**config.mk**
```make
export PLATFORM = sky130hd
export DESIGN_NAME = hop_frame_sequencer
export DESIGN_NICKNAME = d
export VERILOG_FILES = /design/src/hdl/hop_seq_pkg.sv /design/src/hdl/hop_frame_sequencer.sv
export SDC_FILE = /design/constraint.sdc
export NUM_CORES = 1
export LEC_CHECK = 0
export BUFFER_PORTS_ARGS = -buffer_cell sky130_fd_sc_hd__buf_4
export CAP_MARGIN = 0
export CORE_MARGIN = 4
export CORE_UTILIZATION = 52
export CTS_CLUSTER_DIAMETER = 30
export DETAILED_ROUTE_END_ITERATION = 12
export PLACE_DENSITY = 0.9
export RECOVER_POWER = 50
export SLEW_MARGIN = 25
export SYNTH_ARGS = -nofsm -noshare
export SYNTH_HDL_FRONTEND = slang
export SYNTH_SLANG_ARGS = --single-unit
```
**constraint.sdc**
```tcl
create_clock -name clk_i -period 4.4 [get_ports clk_i]
set_input_delay 0.22 -clock clk_i [delete_from_list [all_inputs] [get_ports clk_i]]
set_output_delay 0.22 -clock clk_i [all_outputs]
set_load 0.005 [all_outputs]
```
**src/hdl/hop_seq_pkg.sv**
```systemverilog
// Constants and carrier types for the hop frame sequencer
//
// Behaviour
// - Never power receive and transmit together
// - Receive delay clamped to guard interval minimum
// - Transmit delay has no minimum
// - Power-up waits max of relock and delay
// - Relock time set by clock and mode
// - Receive interface held after last frame
// - Transmit power delayed programmed hop frames in transmit-only mode; one frame in the other modes
// - Frame delay at least one; zero means one
// - Missing setup pulse ends transmit next hop
// - Observation receiver on eight microseconds after enable
// - Restart flag selects carry or restart gain
// - Restart gain taken from hop-table entry
// - Manual gain taken from hop-table entry
// - Guard interval fixed at 0.15 microseconds
package hop_seq_pkg;

    // -------------------------------------------------------------------
    // Timing
    // -------------------------------------------------------------------
    localparam int CLK_HZ              = 10_000_000;
    localparam int GUARD_NS            = 150;   // front_end_guard_interval
    localparam int GUARD_CYC_RAW       = (GUARD_NS * (CLK_HZ / 1_000_000) + 999) / 1000;
    localparam int GUARD_CYC           = (GUARD_CYC_RAW < 1) ? 1 : GUARD_CYC_RAW;
    localparam int OBS_ON_US           = 8;     // obs_rx_turn_on_time
    localparam int OBS_ON_CYC          = OBS_ON_US * (CLK_HZ / 1_000_000);
    localparam int DLY_W               = 16;
    localparam int FRM_W               = 8;
    localparam int GAIN_W              = 8;

    localparam logic [FRM_W-1:0] FRM_ONE  = 8'h01;
    localparam logic [FRM_W-1:0] FRM_ZERO = 8'h00;

    // Relock lookup: device clock band, fast and normal figures in us
    localparam int RELOCK_BANDS = 6;
    localparam int RELOCK_FAST_US   [RELOCK_BANDS] = '{50, 25, 20, 17, 15, 14};
    localparam int RELOCK_NORMAL_US [RELOCK_BANDS] = '{170, 160, 155, 150, 145, 140};

    // -------------------------------------------------------------------
    // Types
    // -------------------------------------------------------------------
    typedef enum logic [1:0] {
        MODE_RX_ONLY,
        MODE_TX_ONLY,
        MODE_TRX
    } hop_mode_type;

    typedef struct packed {
        logic [DLY_W-1:0] rx_analog_on_delay;
        logic [DLY_W-1:0] tx_analog_on_delay;
        logic [DLY_W-1:0] rx_interface_hold_time;
        logic [FRM_W-1:0] tx_analog_power_delay;
        logic [2:0]       clk_band;     // 0 = 50 MHz ... 5 = 300 MHz
        logic             relock_fast;
        logic             relock_needed;
    } timing_cfg_type;

    typedef struct packed {
        logic              agc_enable;
        logic              gain_restart_per_frame;
        logic [GAIN_W-1:0] gain_restart_index;
        logic [GAIN_W-1:0] table_gain;
    } gain_cfg_type;

    // Relock time in clock cycles from the band and mode
    function automatic logic [DLY_W-1:0] relock_cycles(input logic [2:0] band,
                                                       input logic       fast);
        int idx;
        int us;
        idx = (int'(band) < RELOCK_BANDS) ? int'(band) : RELOCK_BANDS - 1;
        us  = fast ? RELOCK_FAST_US[idx] : RELOCK_NORMAL_US[idx];
        return DLY_W'(us * (CLK_HZ / 1_000_000));
    endfunction

endpackage

```
**src/hdl/hop_frame_sequencer.sv**
```systemverilog
// Hop frame sequencer: front-end power ordering, frame delay and gain pick
`timescale 1ns/1ns
module hop_frame_sequencer #(
    parameter int DLY_W  = hop_seq_pkg::DLY_W,
    parameter int FRM_W  = hop_seq_pkg::FRM_W,
    parameter int GAIN_W = hop_seq_pkg::GAIN_W
) (
    input  wire logic                        clk_i,
    input  wire logic                        resetn_i,
    input  wire hop_seq_pkg::hop_mode_type   mode_i,
    input  wire hop_seq_pkg::timing_cfg_type timing_i,
    input  wire hop_seq_pkg::gain_cfg_type   gain_i,
    input  wire logic                        hop_i,
    input  wire logic                        rx_setup_i,
    input  wire logic                        tx_setup_i,
    input  wire logic                        obs_enable_i,
    output logic                             rx_analog_on_o,
    output logic                             tx_analog_on_o,
    output logic                             rx_interface_on_o,
    output logic                             obs_rx_on_o,
    output logic                             gain_load_o,
    output logic [GAIN_W-1:0]                gain_index_o
);

    // -------------------------------------------------------------------
    // Pin synchronisers and edge detect
    // -------------------------------------------------------------------
    logic [1:0] hop_sync_ff;
    logic [1:0] rxs_sync_ff;
    logic [1:0] txs_sync_ff;
    logic       hop_d_ff;
    logic       rxs_d_ff;
    logic       txs_d_ff;
    logic       hop_edge;
    logic       rxs_edge;
    logic       txs_edge;

    // First stage feeds only the second stage
    always_ff @(posedge clk_i) begin
        if (!resetn_i) begin
            hop_sync_ff <= 2'h0;
            rxs_sync_ff <= 2'h0;
            txs_sync_ff <= 2'h0;
            hop_d_ff    <= 1'b0;
            rxs_d_ff    <= 1'b0;
            txs_d_ff    <= 1'b0;
        end else begin
            hop_sync_ff <= {hop_sync_ff[0], hop_i};
            rxs_sync_ff <= {rxs_sync_ff[0], rx_setup_i};
            txs_sync_ff <= {txs_sync_ff[0], tx_setup_i};
            hop_d_ff    <= hop_sync_ff[1];
            rxs_d_ff    <= rxs_sync_ff[1];
            txs_d_ff    <= txs_sync_ff[1];
        end
    end

    assign hop_edge = hop_sync_ff[1] & ~hop_d_ff;
    assign rxs_edge = rxs_sync_ff[1] & ~rxs_d_ff;
    assign txs_edge = txs_sync_ff[1] & ~txs_d_ff;

    // -------------------------------------------------------------------
    // Setup capture between hop edges
    // -------------------------------------------------------------------
    logic tx_setup_seen_ff;
    logic rx_setup_seen_ff;

    // A setup edge in the hop-edge cycle counts for the next frame
    always_ff @(posedge clk_i) begin
        if (!resetn_i) begin
            tx_setup_seen_ff <= 1'b0;
            rx_setup_seen_ff <= 1'b0;
        end else if (hop_edge) begin
            tx_setup_seen_ff <= txs_edge;
            rx_setup_seen_ff <= rxs_edge;
        end else begin
            tx_setup_seen_ff <= tx_setup_seen_ff | txs_edge;
            rx_setup_seen_ff <= rx_setup_seen_ff | rxs_edge;
        end
    end

    // -------------------------------------------------------------------
    // Transmit frame delay and continuation
    // -------------------------------------------------------------------
    typedef enum logic [1:0] {
        TX_IDLE,
        TX_WAIT,
        TX_ACTIVE,
        TX_LAST
    } tx_state_type;

    tx_state_type     tx_state_ff;
    logic [FRM_W-1:0] frm_cnt_ff;
    logic [FRM_W-1:0] frame_delay;
    logic             tx_frame_start;
    logic             tx_frame;         // Current frame is transmit on air

    // Zero means one; only transmit-only accepts more than one
    always_comb begin
        if (timing_i.tx_analog_power_delay == hop_seq_pkg::FRM_ZERO) begin
            frame_delay = hop_seq_pkg::FRM_ONE;
        end else if (mode_i != hop_seq_pkg::MODE_TX_ONLY) begin
            frame_delay = hop_seq_pkg::FRM_ONE;
        end else begin
            frame_delay = timing_i.tx_analog_power_delay;
        end
    end

    assign tx_frame_start = hop_edge && (tx_state_ff == TX_WAIT) &&
                            (frm_cnt_ff == hop_seq_pkg::FRM_ONE);

    // Counts hop frames from the first setup edge
    always_ff @(posedge clk_i) begin
        if (!resetn_i) begin
            tx_state_ff <= TX_IDLE;
            frm_cnt_ff  <= hop_seq_pkg::FRM_ZERO;
        end else begin
            case (tx_state_ff)
                TX_IDLE: begin
                    if (txs_edge) begin
                        tx_state_ff <= TX_WAIT;
                        frm_cnt_ff  <= frame_delay;
                    end
                end
                TX_WAIT: begin
                    if (hop_edge) begin
                        if (frm_cnt_ff == hop_seq_pkg::FRM_ONE) begin
                            tx_state_ff <= TX_ACTIVE;
                        end else begin
                            frm_cnt_ff <= frm_cnt_ff - hop_seq_pkg::FRM_ONE;
                        end
                    end
                end
                TX_ACTIVE: begin
                    // Hop without preceding setup: this frame is the last
                    if (hop_edge && !tx_setup_seen_ff) begin
                        tx_state_ff <= TX_LAST;
                    end
                end
                TX_LAST: begin
                    if (hop_edge) begin
                        tx_state_ff <= TX_IDLE;
                    end
                end
                default: tx_state_ff <= TX_IDLE;
            endcase
        end
    end

    // The last frame still transmits; power drops at the hop that ends it
    assign tx_frame = (tx_state_ff == TX_ACTIVE) || (tx_state_ff == TX_LAST);

    // -------------------------------------------------------------------
    // Receive frame tracking
    // -------------------------------------------------------------------
    logic rx_frame_ff;

    always_ff @(posedge clk_i) begin
        if (!resetn_i) begin
            rx_frame_ff <= 1'b0;
        end else if (hop_edge) begin
            rx_frame_ff <= rx_setup_seen_ff | rxs_edge;
        end
    end

    // -------------------------------------------------------------------
    // Power-up delay counters
    // -------------------------------------------------------------------
    logic [DLY_W-1:0] rx_dly;
    logic [DLY_W-1:0] tx_dly;
    logic [DLY_W-1:0] relock;
    logic [DLY_W-1:0] rx_cnt_ff;
    logic [DLY_W-1:0] tx_cnt_ff;
    logic             rx_pend_ff;
    logic             tx_pend_ff;
    localparam logic [DLY_W-1:0] GUARD = DLY_W'(hop_seq_pkg::GUARD_CYC);

    function automatic logic [DLY_W-1:0] max2(input logic [DLY_W-1:0] a,
                                             input logic [DLY_W-1:0] b);
        return (a > b) ? a : b;
    endfunction

    // Receive clamp keeps transmit power-down ahead of receive power-up
    always_comb begin
        relock = timing_i.relock_needed ?
                 hop_seq_pkg::relock_cycles(timing_i.clk_band, timing_i.relock_fast) :
                 '0;
        rx_dly = max2(max2(timing_i.rx_analog_on_delay, GUARD), relock);
        tx_dly = max2(timing_i.tx_analog_on_delay, relock);
    end

    // Counters start on the hop edge that opens the frame
    always_ff @(posedge clk_i) begin
        if (!resetn_i) begin
            rx_cnt_ff  <= '0;
            tx_cnt_ff  <= '0;
            rx_pend_ff <= 1'b0;
            tx_pend_ff <= 1'b0;
        end else begin
            if (hop_edge) begin
                rx_pend_ff <= rx_setup_seen_ff | rxs_edge;
                rx_cnt_ff  <= rx_dly;
            end else if (rx_pend_ff && rx_cnt_ff != '0) begin
                rx_cnt_ff <= rx_cnt_ff - 1'b1;
            end else begin
                rx_pend_ff <= 1'b0;
            end
            if (tx_frame_start || (hop_edge && tx_state_ff == TX_ACTIVE)) begin
                tx_pend_ff <= 1'b1;
                tx_cnt_ff  <= tx_dly;
            end else if (hop_edge) begin
                tx_pend_ff <= 1'b0;
            end else if (tx_pend_ff && tx_cnt_ff != '0) begin
                tx_cnt_ff <= tx_cnt_ff - 1'b1;
            end else begin
                tx_pend_ff <= 1'b0;
            end
        end
    end

    // -------------------------------------------------------------------
    // Analog front-end power
    // -------------------------------------------------------------------
    // Every hop edge powers receive down, and transmit too unless the state is TX_ACTIVE; each rises after its delay
    always_ff @(posedge clk_i) begin
        if (!resetn_i) begin
            rx_analog_on_o <= 1'b0;
            tx_analog_on_o <= 1'b0;
        end else if (hop_edge) begin
            rx_analog_on_o <= 1'b0;
            tx_analog_on_o <= tx_analog_on_o & (tx_state_ff == TX_ACTIVE);
        end else begin
            if (rx_pend_ff && rx_cnt_ff == '0 && !tx_analog_on_o && !tx_frame) begin
                rx_analog_on_o <= 1'b1;
            end
            if (tx_pend_ff && tx_cnt_ff == '0 && !rx_analog_on_o && tx_frame) begin
                tx_analog_on_o <= 1'b1;
            end
        end
    end

    // -------------------------------------------------------------------
    // Receive interface hold after frame
    // -------------------------------------------------------------------
    logic [DLY_W-1:0] hold_cnt_ff;

    // Hold may span several hop frames, so it is a free counter
    always_ff @(posedge clk_i) begin
        if (!resetn_i) begin
            rx_interface_on_o <= 1'b0;
            hold_cnt_ff       <= '0;
        end else if (hop_edge && (rx_setup_seen_ff | rxs_edge)) begin
            rx_interface_on_o <= 1'b1;
            hold_cnt_ff       <= '0;
        end else if (hop_edge && rx_frame_ff) begin
            hold_cnt_ff <= timing_i.rx_interface_hold_time;
            rx_interface_on_o <= (timing_i.rx_interface_hold_time != '0);
        end else if (hold_cnt_ff != '0) begin
            hold_cnt_ff <= hold_cnt_ff - 1'b1;
            if (hold_cnt_ff == DLY_W'(1)) begin
                rx_interface_on_o <= 1'b0;
            end
        end
    end

    // -------------------------------------------------------------------
    // Observation receiver turn-on
    // -------------------------------------------------------------------
    localparam int OBS_W = $clog2(hop_seq_pkg::OBS_ON_CYC + 1);
    localparam logic [OBS_W-1:0] OBS_CYC = OBS_W'(hop_seq_pkg::OBS_ON_CYC);
    logic [OBS_W-1:0] obs_cnt_ff;

    // Dropped immediately; turn-off time is not characterized
    always_ff @(posedge clk_i) begin
        if (!resetn_i) begin
            obs_cnt_ff  <= '0;
            obs_rx_on_o <= 1'b0;
        end else if (!obs_enable_i) begin
            obs_cnt_ff  <= '0;
            obs_rx_on_o <= 1'b0;
        end else if (obs_cnt_ff != OBS_CYC) begin
            obs_cnt_ff <= obs_cnt_ff + 1'b1;
            obs_rx_on_o <= (obs_cnt_ff == OBS_CYC - 1'b1);
        end
    end

    // -------------------------------------------------------------------
    // Per-frame receive gain
    // -------------------------------------------------------------------
    // Load at a receive frame start unless the gain loop carries on
    always_ff @(posedge clk_i) begin
        if (!resetn_i) begin
            gain_load_o  <= 1'b0;
            gain_index_o <= '0;
        end else begin
            gain_load_o <= 1'b0;
            if (hop_edge && (rx_setup_seen_ff | rxs_edge)) begin
                if (!gain_i.agc_enable) begin
                    gain_load_o  <= 1'b1;
                    gain_index_o <= gain_i.table_gain;
                end else if (gain_i.gain_restart_per_frame) begin
                    gain_load_o  <= 1'b1;
                    gain_index_o <= gain_i.table_gain;
                end
            end
        end
    end

endmodule // hop_frame_sequencer

```
==> metrics.log, run 1 <==
[metrics] delay contributed by the slowest stage of the critical path: approximately 0.4 ns
[metrics] cell area after synthesis: 5840 sq um
[metrics] Slowest-stage cell, CP: fa_1
[metrics] delay-heaviest family, CP: compound AO/OA/AOI/OAI gates
[metrics] sequential fraction of the synthesis area: 0.316
[metrics] Crit path depth: 20
[metrics] cell seen most often among critical-path stages: ha_1
[metrics] worst slew slack as a fraction of its limit: 0.0290
[metrics] DPL Wire Length: 10.6 mm
[metrics] FF-to-FF path depth: 5
[metrics] wire length of the first global-routing pass: 23.6 mm
[metrics] cell types with the largest area share after synthesis: dfxtp_1 32%, ha_1 9.2%, mux2i_1 5.5%
[metrics] Clock Tree Root: clkbuf_8
[metrics] number of flops mapped to enable cells by yosys: 0
[metrics] number of vias per cell after detailed routing: roughly 5.9
[metrics] fin nets: 922
[metrics] vias in the first global route: 5307
[metrics] switching power: 1.04 mW
[metrics] Syn Inst Count: 719
[metrics] critical path data arrival time: 4.10 ns
[metrics] maximum number of pins on one net before global-route repair: 32
[metrics] LEAKAGE: 2.84 nW
[metrics] number of clock sinks: 92
[metrics] DR top layer: met4
[metrics] Tightest Hold Check Type: input port to flop
[metrics] worst r2r dst: tx_cnt_ff[5]
[metrics] required time at the endpoint of the critical path: about 4.6 ns
[metrics] fraction of power consumed by sequential logic: 0.379
[metrics] kind of end point of the critical path: flop
[metrics] timing startpoint of the critical path: timing_i[2]
[metrics] drc violations: 0
[metrics] cell type with the highest aggregate area in the netlist: dfxtp_1
[metrics] start-to-end type of the worst setup path: input port to flop
[metrics] final total negative setup slack: 0 ns
[metrics] chain of cells forming the critical path: buf_4, nor2b_1, a211oi_1, a31oi_1, ha_1, ha_1, fa_1, a21o_1, a21oi_1, xnor2_1, and2_1, inv_1, ha_1, a21o_1, a2111oi_2, o21ai_1, o31ai_2, buf_4, mux2i_1, a211oi_1
[metrics] part of the cycle the worst path needs: 0.893
[metrics] number of cells on the worst hold path: 2
[metrics] Inserted Clock Buffers: 9
[metrics] Routed met3 length: ~940 microns
[metrics] number of endpoints failing setup at the final stage: 0
[metrics] Post-Route M1 WL: ~6.0 mm
[metrics] power per standard cell area: 408 nW/um^2
[metrics] wirelength, routed: 14.0 mm
[metrics] final antenna-violating net count: 0
[metrics] per-cell routed wire length: roughly 15 microns
[metrics] area growth from synthesis to layout: 16.8%
[metrics] main flop type after synthesis: dfxtp_1
[metrics] count of cell types in the netlist: 66
[metrics] maximum clock frequency: 255 MHz
[metrics] overflow left after global routing: 0
[metrics] internal portion of total power: 1.74 mW
[metrics] area of the multi-input gates: roughly 3700 sq um
[metrics] worst clock skew: slightly below 0.009 ns
[metrics] H-tree lvl count: 3
[metrics] warnings from Yosys: 0
[metrics] antenna violations before repair: 0
[metrics] result of the run: completed
[metrics] PostCTS Resize Cnt: 0
[metrics] share of the synthesized area in the top cell type: 0.316
[metrics] height of the chip: 114 microns
[metrics] Via Count: 5525
[metrics] number of buffers inserted by port buffering: 91
[metrics] fraction of final layout cells with drive strength greater than 1: 0.157
[metrics] largest driver fanout on the critical path: 13
[metrics] Row Count: 38
[metrics] fraction of power spent switching nets: 0.373
[metrics] number of iterations in the first detailed-routing pass: 4
[metrics] CTS hold repair buffers: 0
[metrics] time the final worst path needs with I/O delays and setup: 3.93 ns
[metrics] die area: around 13000 sq um
[metrics] I/O pin count: 100
[metrics] Floorplan Core Area: 10900 sq um
[metrics] CP Launch Type: input port
[metrics] Die Width: 114 microns
[metrics] combinational cell fraction of total power: 0.403
[metrics] routability congestion estimate from global placement: 0.895
[metrics] post-synthesis area per instance: 8.12 sq um
[metrics] effective utilization at floorplan: 0.536
[metrics] clock-pin slew reported for the worst setup and hold paths after clock tree synthesis: 0.09 ns
[metrics] share of power burned in the clock network: 0.218
[metrics] postcts setup bufs: 0
[metrics] DRC marker count from the first detailed-route iteration: 344
[metrics] synthesized netlist net count: 850
[metrics] timing endpoint of the critical path: tx_cnt_ff[10]
[metrics] Max Root-Sink Buffers: 2
[metrics] combined global-route utilization of all metal layers: 0.218
[metrics] sequential standard cell area: about 1800 sq um
[metrics] number of buffer and inverter instances along the worst setup path: 3
[metrics] clock insertion delay at the later pin of the skew report: approximately 0.36 ns
[metrics] number of failing hold endpoints at the final stage: 0
[metrics] asr flop ratio synth: 0
[metrics] reg-to-reg setup timing slack: about 1.7 ns
[metrics] Met2 Routed Length: approximately 6.9 mm
[metrics] max-capacitance violation count: 0
[metrics] unrepaired setup endpoints after global routing: no
[metrics] total power: 2.78 mW
[metrics] startpoint of the most critical register-to-register path: tx_cnt_ff[7]
[metrics] measured slew at the worst slew-check pin: ~1.5 ns
[metrics] number of antenna repair diodes: 0
[metrics] Final Max Slew Viols: 0
[metrics] peak supply drop: between 300 and 400 uV
[metrics] fill cell instance count of the final layout: 929
[metrics] clock tree from TritonCTS: done
[metrics] synthesis-stage register bit count: 92
-- final cells by class --
type                            instances  share of cell area
Sequential cell                        92               0.270
Clock inverter                          4             0.00808
Timing Repair Buffer                   99               0.107
Multi-Input combinational cell        556               0.546
Inverter                               33              0.0182
Tap cell                              140              0.0257
Clock buffer                           12              0.0242
-- layout by cell type, fill, tap and decap left out, drive strengths merged, types with 5 or more instances in the layout --
cell,netlist,final
dfxtp,92,92
xor2,14,14
xnor2,19,19
nor3,31,31
or4,8,8
o21ai,29,29
nor4,20,20
nor2,82,82
a31oi,5,5
nor2b,7,7
a211oi,34,34
and2,21,21
nand2,45,45
or3,6,6
nand4,15,15
ha,43,43
inv,33,34
a21o,7,7
nand2b,8,8
a21oi,46,46
a22oi,6,6
clkbuf,35,27
buf,3,84
mux2i,32,32
nand3,16,16
o31ai,8,8
-- Yosys cell counts, drive strengths merged, types with 4 or more instances --
master  number
or4          8
xnor2       19
a22oi        6
dfxtp       92
nand4       15
a31oi        5
and2        21
nor3        31
o21bai       4
clkbuf      35
and3         4
ha          43
o31ai        8
nor4        20
nor2b        7
xor2        14
inv         33
a21o         7
nor2        82
o211ai       4
a211oi      34
a21oi       46
o21ai       29
or3          6
nand2       45
nor4b        4
nand3       16
mux2i       32
nand2b       8
-- power groups by stage --
stage          sequential [mW]  clock, mW  combinational [mW]
2_1_floorplan             1.05          0               0.870
3_3_place_gp              1.07          0                1.07
3_5_place_dp              1.07          0                1.10
4_1_cts                   1.05      0.623                1.11
5_1_grt                   1.07      0.654                1.28
6_report                  1.05      0.608                1.12
-- worst min path at each step --
| stage | end | start |
|---|---|---|
| 2_1_floorplan | hop_sync_ff[0] | hop_i |
| 3_3_place_gp | txs_sync_ff[1] | txs_sync_ff[0] |
| 3_5_place_dp | hop_sync_ff[1] | hop_sync_ff[0] |
| 4_1_cts | rxs_sync_ff[0] | rx_setup_i |
| 5_1_grt | rxs_sync_ff[0] | rx_setup_i |
| 6_report | rxs_sync_ff[0] | rx_setup_i |
-- sequential cells by signal (all words and copies together), names as in the netlist, 2 cells and up --
register,count
rxs_sync_ff,2
hold_cnt_ff,16
tx_state_ff,2
txs_sync_ff,2
gain_index_o,8
tx_cnt_ff,16
hop_sync_ff,2
obs_cnt_ff,7
frm_cnt_ff,8
rx_cnt_ff,16
-- routing by layer --
metal | vias up | GRT usage
met5 | - | 0
met1 | 2551 | 0.274
met3 | 27 | 0.0403
li1 | 2757 | -
met2 | 190 | 0.377
met4 | 0 | 0.0689
-- through the flow --
stage               setup slack (ns)  cells  hold WS, ns  utilization  area, sq um
detailed placement             0.167    920        0.419        0.607         6610
global placement               0.241    920        0.417        0.607         6610
global route                   0.180    936       0.0607        0.626         6820
CTS                            0.547    936       0.0543        0.627         6830
floorplan                      0.190    719        0.347            -         5840
finish                         0.471    936       0.0666        0.626         6820
-- logic make-up (layout without fill, tap and decap cells) --
group                      count (synthesis)  count (layout)  synth area share
and+or+nand+nor                          277             277             0.243
AOI/OAI and AO/OA                        169             169             0.193
DFF                                       92              92             0.316
buffers and inverters                     71             148            0.0465
adders and majority gates                 44              44            0.0956
xor gates and xnor gates                  33              33            0.0495
muxes                                     33              33            0.0568
Note: power is estimated with default switching activity, not from simulation.
==> run 2, diff against run 1 <==
==> constraint.sdc (replaced) <==
create_clock -name clk_i -period 4.4 [get_ports clk_i]
set_input_delay 0.88 -clock clk_i [delete_from_list [all_inputs] [get_ports clk_i]]
set_output_delay 0.88 -clock clk_i [all_outputs]
set_load 0.005 [all_outputs]
==> run 2 against run 1 <==
  * The run now ends with max-capacitance violations left
  * Sequential power barely moved
  * Combinational power is 6% higher
  * Fmax shrank 10%
  * Setup slack worse by 0.46 ns
  * Sequential share of layout area fell by 1.4 points
  * Die area unchanged
  * Core utilization is 3.5 points higher
  * Hold slack better by 0.38 ns
  * Clock skew decreased by 0.0035 ns
  * Count of clock-buffer cells in the layout unchanged
  * Flip-flop and latch count unchanged
  * Largest cell class unchanged
  * Largest power group unchanged
==> metrics.log, run 2 (same netlist as run 1, synthesis figures left out) <==
[metrics] power per standard cell area: 391 nW/um^2 (-4.1%)
[metrics] reg-to-reg setup timing slack: 1.62 ns (-0.08 ns)
[metrics] DP Worst Slack: -0.455 ns (-0.621 ns)
[metrics] worst clock skew: 0.00538 ns (-0.00348 ns)
[metrics] clock insertion delay at the later pin of the skew report: 0.36 ns (about the same)
[metrics] time the final worst path needs with I/O delays and setup: 4.39 ns (+0.459 ns)
[metrics] Inserted Clock Buffers: 9 (unchanged)
[metrics] GR met2 Demand/Resource: 0.381 (+0.00312)
[metrics] LEAKAGE: 3.00 nW (+5.5%)
[metrics] kind of end point of the critical path: flop
[metrics] leading registers by flop count: hold_cnt_ff x16, rx_cnt_ff x16, tx_cnt_ff x16
[metrics] met1 global-route usage: 0.292 (+0.0181)
[metrics] Clock Tree Root: clkbuf_8
[metrics] die area: 13000 sq um (unchanged)
[metrics] highest-utilization routing layer at the global route stage: met2
[metrics] fin nets: 948 (+2.8%)
[metrics] Via Count: 5755 (+4.2%)
[metrics] I/O pin count: 100 (unchanged)
[metrics] number of buffers inserted by port buffering: 91 (unchanged)
[metrics] drc violations: 0 (unchanged)
[metrics] result of the run: finished with violations
[metrics] number of clock sinks: 92 (unchanged)
[metrics] maximum number of pins on one net before global-route repair: 32 (unchanged)
[metrics] worst slew slack as a fraction of its limit: 0.0106 (-0.0184)
[metrics] effective utilization at floorplan: 0.536 (unchanged)
[metrics] Max Root-Sink Buffers: 2 (unchanged)
[metrics] Die Width: 114 microns (unchanged)
[metrics] part of the cycle the worst path needs: 0.997 (+0.104)
[metrics] Tightest Hold Check Type: flop to flop
[metrics] number of vias per cell after detailed routing: 5.99 (+1.6%)
[metrics] height of the chip: 114 microns (unchanged)
[metrics] number of cells on the worst hold path: 1 (-1)
[metrics] Hold Path Sink: rxs_sync_ff[1]
[metrics] final antenna-violating net count: 0 (unchanged)
[metrics] number of failing hold endpoints at the final stage: 0 (unchanged)
[metrics] clock-pin slew reported for the worst setup and hold paths after clock tree synthesis: 0.08 ns (about the same)
[metrics] Row Count: 38 (unchanged)
[metrics] unrepaired setup endpoints after global routing: yes
[metrics] number of endpoints failing setup at the final stage: 0 (unchanged)
[metrics] commonest non-fill, non-tap cell in the layout: buf_4
[metrics] met3 Usage GRT: 0.0483 (+0.00796)
[metrics] wire length of the first global-routing pass: 24.7 mm (+4.6%)
[metrics] routability congestion estimate from global placement: 0.939 (+4.8%)
[metrics] area growth from synthesis to layout: 23.4%
[metrics] antenna violations before repair: 0 (unchanged)
[metrics] peak supply drop: 212 uV (-32%)
[metrics] FF-to-FF path depth: 5 (unchanged)
[metrics] largest driver fanout on the critical path: 7 (-6)
[metrics] wirelength, routed: 15.6 mm (+11%)
[metrics] critical path data arrival time: 4.63 ns (+0.53 ns)
[metrics] DPL Wire Length: 11.0 mm (+4.1%)
[metrics] CTS hold repair buffers: 0 (unchanged)
[metrics] final worst setup slack: 0.0128 ns (-0.459 ns)
[metrics] startpoint of the most critical register-to-register path: tx_cnt_ff[7]
[metrics] measured slew at the worst slew-check pin: 1.48 ns (+0.0276 ns)
[metrics] Final Max Slew Viols: 0 (unchanged)
[metrics] CP Launch Type: input port
[metrics] number of iterations in the first detailed-routing pass: 5 (+1)
[metrics] required time at the endpoint of the critical path: 4.64 ns (+0.07 ns)
[metrics] fraction of final layout cells with drive strength greater than 1: 0.210 (+0.0527)
[metrics] maximum clock frequency: 228 MHz (-10%)
[metrics] start-to-end type of the worst setup path: input port to flop
[metrics] Floorplan Core Area: 10900 sq um (unchanged)
[metrics] final total negative setup slack: 0 ns (unchanged)
[metrics] overflow left after global routing: 0 (unchanged)
[metrics] worst r2r dst: tx_cnt_ff[5]
[metrics] commonest cells after routing, fill and taps aside: 106 x buf_4, 92 x dfxtp_1, 80 x nor2_1, 45 x nand2_1, 42 x a21oi_1
[metrics] tightest hold margin: 0.445 ns (+0.378 ns)
[metrics] DRC marker count from the first detailed-route iteration: 370 (+7.6%)
[metrics] combined global-route utilization of all metal layers: 0.230 (+0.0126)
[metrics] number of antenna repair diodes: 0 (unchanged)
[metrics] vias in the first global route: 5438 (+2.5%)
[metrics] per-cell routed wire length: 16.2 microns (+8.1%)
[metrics] max-capacitance violation count: 1 (+1)
[metrics] violations in the final reports: max-capacitance violations
[metrics] beginning of the worst hold path: rxs_sync_ff[0]
[metrics] clock tree from TritonCTS: done
[metrics] H-tree lvl count: 3 (unchanged)
==> run 2: cell types whose count changed in the layout (fill, tap and decap cells not counted), moves of 3 or more <==
cell	previous run	this run
buf_4	84	106
and2_1	17	14
ha_4	0	4
ha_1	43	39
a21oi_2	0	4
a21oi_1	46	42
==> run 2: cell type report <==
cell class | count | area, sq um
Inverter | 33 | 126
Clock inverter | 2 | 35.0
Timing Repair Buffer | 125 | 981
Tap cell | 140 | 175
Multi-Input combinational cell | 556 | 3880
Fill cell | 878 | 3690
Sequential cell | 92 | 1840
Clock buffer | 12 | 155
==> run 2: metal layers <==
layer  share of wire  up-vias  wire (microns)
li1                -     2804               -
met4           0.030        0             469
met1            0.41     2672            6430
met5               0        -               0
met3           0.073       42            1140
met2            0.48      237            7520
==> run 2: worst max path at each step <==
stage                startpoint             to  slack, ns  cells past startpoint
floorplan           timing_i[1]   tx_cnt_ff[5]      -0.17                     20
global placement    timing_i[2]  tx_cnt_ff[11]      -0.41                     20
detailed placement  timing_i[2]  tx_cnt_ff[11]      -0.45                     20
CTS                 timing_i[2]   tx_cnt_ff[5]      -0.01                     20
global route        timing_i[2]   tx_cnt_ff[4]      -0.13                     20
finish              timing_i[2]   tx_cnt_ff[2]       0.01                     20
==> run 2: per-stage QoR <==
stage / total power [mW] / area, sq um / cells / util
2_1_floorplan: 1.92 / 5900 / 719 / -
3_3_place_gp: 2.17 / 6820 / 941 / 0.627
3_5_place_dp: 2.20 / 6820 / 941 / 0.627
4_1_cts: 2.78 / 7070 / 956 / 0.649
5_1_grt: 3.03 / 7200 / 960 / 0.661
6_report: 2.82 / 7200 / 960 / 0.661
==> run 2: power by group <==
group          internal [mW]  switching, mW  leakage, nW
combinational          0.523          0.672         2.15
clock                  0.287          0.282       0.0983
sequential             0.952          0.103        0.749
==> run 2: critical path: stages <==
cell and delay, ns:
buf_12 0.11, nor2b_4 0.13, a211oi_2 0.19, a31oi_2 0.08
ha_1 0.36, ha_4 0.18, fa_2 0.34, a21o_1 0.18
a21oi_2 0.14, xnor2_1 0.12, and2_4 0.18, inv_4 0.04
ha_4 0.14, a21o_1 0.19, a2111oi_4 0.37, o21ai_2 0.13
o31ai_4 0.32, buf_6 0.21, mux2i_4 0.26, a211oi_2 0.09
==> run 2: timing repair <==
item / CTS / global route
buffers inserted: 0 / 5
endpoints found under the setup margin: 11 / 23
gates resized for setup: 5 / 27
pin swaps: 1 / 18
cloned: 1 / 0
==> run 3, diff against run 2 <==
Settings changed: MAX_ROUTING_LAYER set to met4.
==> run 3 against run 2 <==
  * The run now ends clean
  * Die area unchanged
  * Sequential share of layout area decreased by 0.053 points
  * Core utilization is 0.14 points higher
  * Via count is 1.3% lower
  * First-iteration DRC count grew 16%
  * Setup slack better by 0.020 ns
  * Count of clock-buffer cells in the layout decreased by 1
  * Hold slack worse by 0.0083 ns
  * Cell count is 0.10% higher
  * Largest cell class unchanged
  * Clock power up 9.5%
  * Combinational power hardly changed
==> metrics.log, run 3 (same netlist as run 1, synthesis figures left out) <==
[metrics] combined global-route utilization of all metal layers: 0.231 (+0.000763)
[metrics] power per standard cell area: 395 nW/um^2 (+1.0%)
[metrics] Placed Cells incl. Taps: 942 (+0.11%)
[metrics] Clock Tree Root: clkbuf_8
[metrics] number of non-filler instances in the completed layout: 961 (+0.10%)
[metrics] clock tree from TritonCTS: done
[metrics] routability congestion estimate from global placement: 0.941 (+0.25%)
[metrics] fin nets: 947 (-0.11%)
[metrics] commonest non-fill, non-tap cell in the layout: buf_4
[metrics] vias in the first global route: 5353 (-1.6%)
[metrics] result of the run: completed
[metrics] met1 global-route usage: 0.294 (+0.00269)
[metrics] H-tree lvl count: 3 (unchanged)
[metrics] leading registers by flop count: hold_cnt_ff x16, rx_cnt_ff x16, tx_cnt_ff x16
[metrics] beginning of the worst hold path: hop_sync_ff[0]
[metrics] area growth from synthesis to layout: 23.6%
[metrics] effective utilization at floorplan: 0.536 (unchanged)
[metrics] max-capacitance violation count: 0 (-1)
[metrics] DPL Wire Length: 11.0 mm (-0.44%)
[metrics] worst clock skew: 0.00972 ns (+0.00433 ns)
[metrics] number of failing hold endpoints at the final stage: 0 (unchanged)
[metrics] number of clock sinks: 92 (unchanged)
[metrics] delay contributed by the slowest stage of the critical path: 0.36 ns (about the same)
[metrics] kind of end point of the critical path: flop
[metrics] measured slew at the worst slew-check pin: 1.41 ns (-0.0752 ns)
[metrics] fraction of final layout cells with drive strength greater than 1: 0.212 (+0.00218)
[metrics] Slowest-stage cell, CP: ha_1
[metrics] number of vias per cell after detailed routing: 5.91 (-1.4%)
[metrics] timing startpoint of the critical path: timing_i[2]
[metrics] per-cell routed wire length: 15.5 microns (-4.4%)
[metrics] time the final worst path needs with I/O delays and setup: 4.37 ns (-0.0199 ns)
[metrics] worst slew slack as a fraction of its limit: 0.0608 (+0.0501)
[metrics] met3 Usage GRT: 0.0377 (-0.0106)
[metrics] antenna violations before repair: 0 (unchanged)
[metrics] final worst setup slack: 0.0327 ns (+0.0199 ns)
[metrics] LEAKAGE: 3.01 nW (+0.28%)
[metrics] height of the chip: 114 microns (unchanged)
[metrics] maximum number of pins on one net before global-route repair: 32 (unchanged)
[metrics] clock-pin slew reported for the worst setup and hold paths after clock tree synthesis: 0.09 ns (about the same)
[metrics] DRC marker count from the first detailed-route iteration: 430 (+16%)
[metrics] CTS hold repair buffers: 0 (unchanged)
[metrics] CP Launch Type: input port
[metrics] I/O pin count: 100 (unchanged)
[metrics] number of buffer and inverter instances along the worst setup path: 3 (unchanged)
[metrics] overflow left after global routing: 0 (unchanged)
[metrics] Final Max Slew Viols: 0 (unchanged)
[metrics] unrepaired setup endpoints after global routing: yes
[metrics] delay-heaviest family, CP: compound AO/OA/AOI/OAI gates
[metrics] chain of cells forming the critical path: buf_8, nor2b_4, a211oi_2, a31oi_2, ha_1, ha_4, fa_2, a21o_1, a21oi_2, xnor2_1, and2_4, inv_2, ha_4, a21o_1, a2111oi_4, o21ai_2, o31ai_4, clkbuf_16, mux2i_2, a211oi_1
[metrics] Via Count: 5682 (-1.3%)
[metrics] peak supply drop: 228 uV (+7.3%)
[metrics] wirelength, routed: 14.9 mm (-4.3%)
[metrics] number of iterations in the first detailed-routing pass: 5 (unchanged)
[metrics] Die Width: 114 microns (unchanged)
[metrics] number of endpoints failing setup at the final stage: 0 (unchanged)
[metrics] Inserted Clock Buffers: 9 (unchanged)
[metrics] startpoint of the most critical register-to-register path: hop_d_ff
[metrics] highest-utilization routing layer at the global route stage: met2
[metrics] die area: 13000 sq um (unchanged)
[metrics] Max Root-Sink Buffers: 2 (unchanged)
[metrics] start-to-end type of the worst setup path: input port to flop
[metrics] Floorplan Core Area: 10900 sq um (unchanged)
[metrics] wire length of the first global-routing pass: 24.2 mm (-1.7%)
[metrics] maximum clock frequency: 229 MHz (+0.46%)
[metrics] final antenna-violating net count: 0 (unchanged)
[metrics] largest driver fanout on the critical path: 6 (-1)
[metrics] number of buffers inserted by port buffering: 91 (unchanged)
[metrics] DP Worst Slack: -0.487 ns (-0.0328 ns)
[metrics] clock insertion delay at the later pin of the skew report: 0.36 ns (about the same)
[metrics] critical path data arrival time: 4.61 ns (-0.02 ns)
[metrics] GR met2 Demand/Resource: 0.377 (-0.00312)
[metrics] Row Count: 38 (unchanged)
[metrics] drc violations: 0 (unchanged)
[metrics] Tightest Hold Check Type: flop to flop
[metrics] number of antenna repair diodes: 0 (unchanged)
[metrics] required time at the endpoint of the critical path: 4.64 ns (about the same)
[metrics] part of the cycle the worst path needs: 0.993 (-0.00453)
[metrics] commonest cells after routing, fill and taps aside: 105 x buf_4, 92 x dfxtp_1, 80 x nor2_1, 45 x nand2_1, 43 x a21oi_1
[run 3: through the flow]
stage / setup TNS, ns / total power, mW / hold WS (ns) / util / cell area [sq um]
floorplan: -1.28 / 1.92 / 0.412 / - / 5900
global placement: -5.85 / 2.17 / 0.413 / 0.627 / 6830
detailed placement: -7.48 / 2.21 / 0.420 / 0.627 / 6830
CTS: -0.234 / 2.84 / 0.438 / 0.653 / 7110
global route: -1.68 / 3.07 / 0.469 / 0.663 / 7210
finish: 0 / 2.85 / 0.437 / 0.663 / 7210
[run 3: cell type report]
class                   instances  area (sq um)
well taps                     140           175
repair buffers                124           981
fillers                       877          3670
clock inverters                 5          75.1
inverters                      33           124
clock buffers                  11           141
multi-input cells             556          3880
flip-flops and latches         92          1840
[run 3: what timing repair did]
| item | 4_1_cts | 5_1_grt |
|---|---|---|
| setup endpoints to repair | 11 | 22 |
| gates resized for setup | 5 | 24 |
| cloned | 1 | 0 |
| pin swaps | 1 | 18 |
| hold endpoints to repair | 0 | 0 |
| setup buffers | 1 | 1 |
[run 3: routing by layer]
metal | wire length (microns) | share of wire
met2 | 7130 | 0.48
met3 | 968 | 0.065
met5 | 0 | 0
met4 | 337 | 0.023
met1 | 6460 | 0.43
[run 3: final timing paths]
check,to,slack [ns],cells after the start
worst max-delay path,tx_cnt_ff[8],0.03,20
worst min-delay path,hop_sync_ff[1],0.44,1
worst max register to register,tx_cnt_ff[9],1.64,6
worst min register to register,hop_sync_ff[1],0.44,1
[run 3: where the power goes]
part | internal [mW] | switching (mW)
combinational | 0.515 | 0.660
clock | 0.333 | 0.290
sequential | 0.952 | 0.103
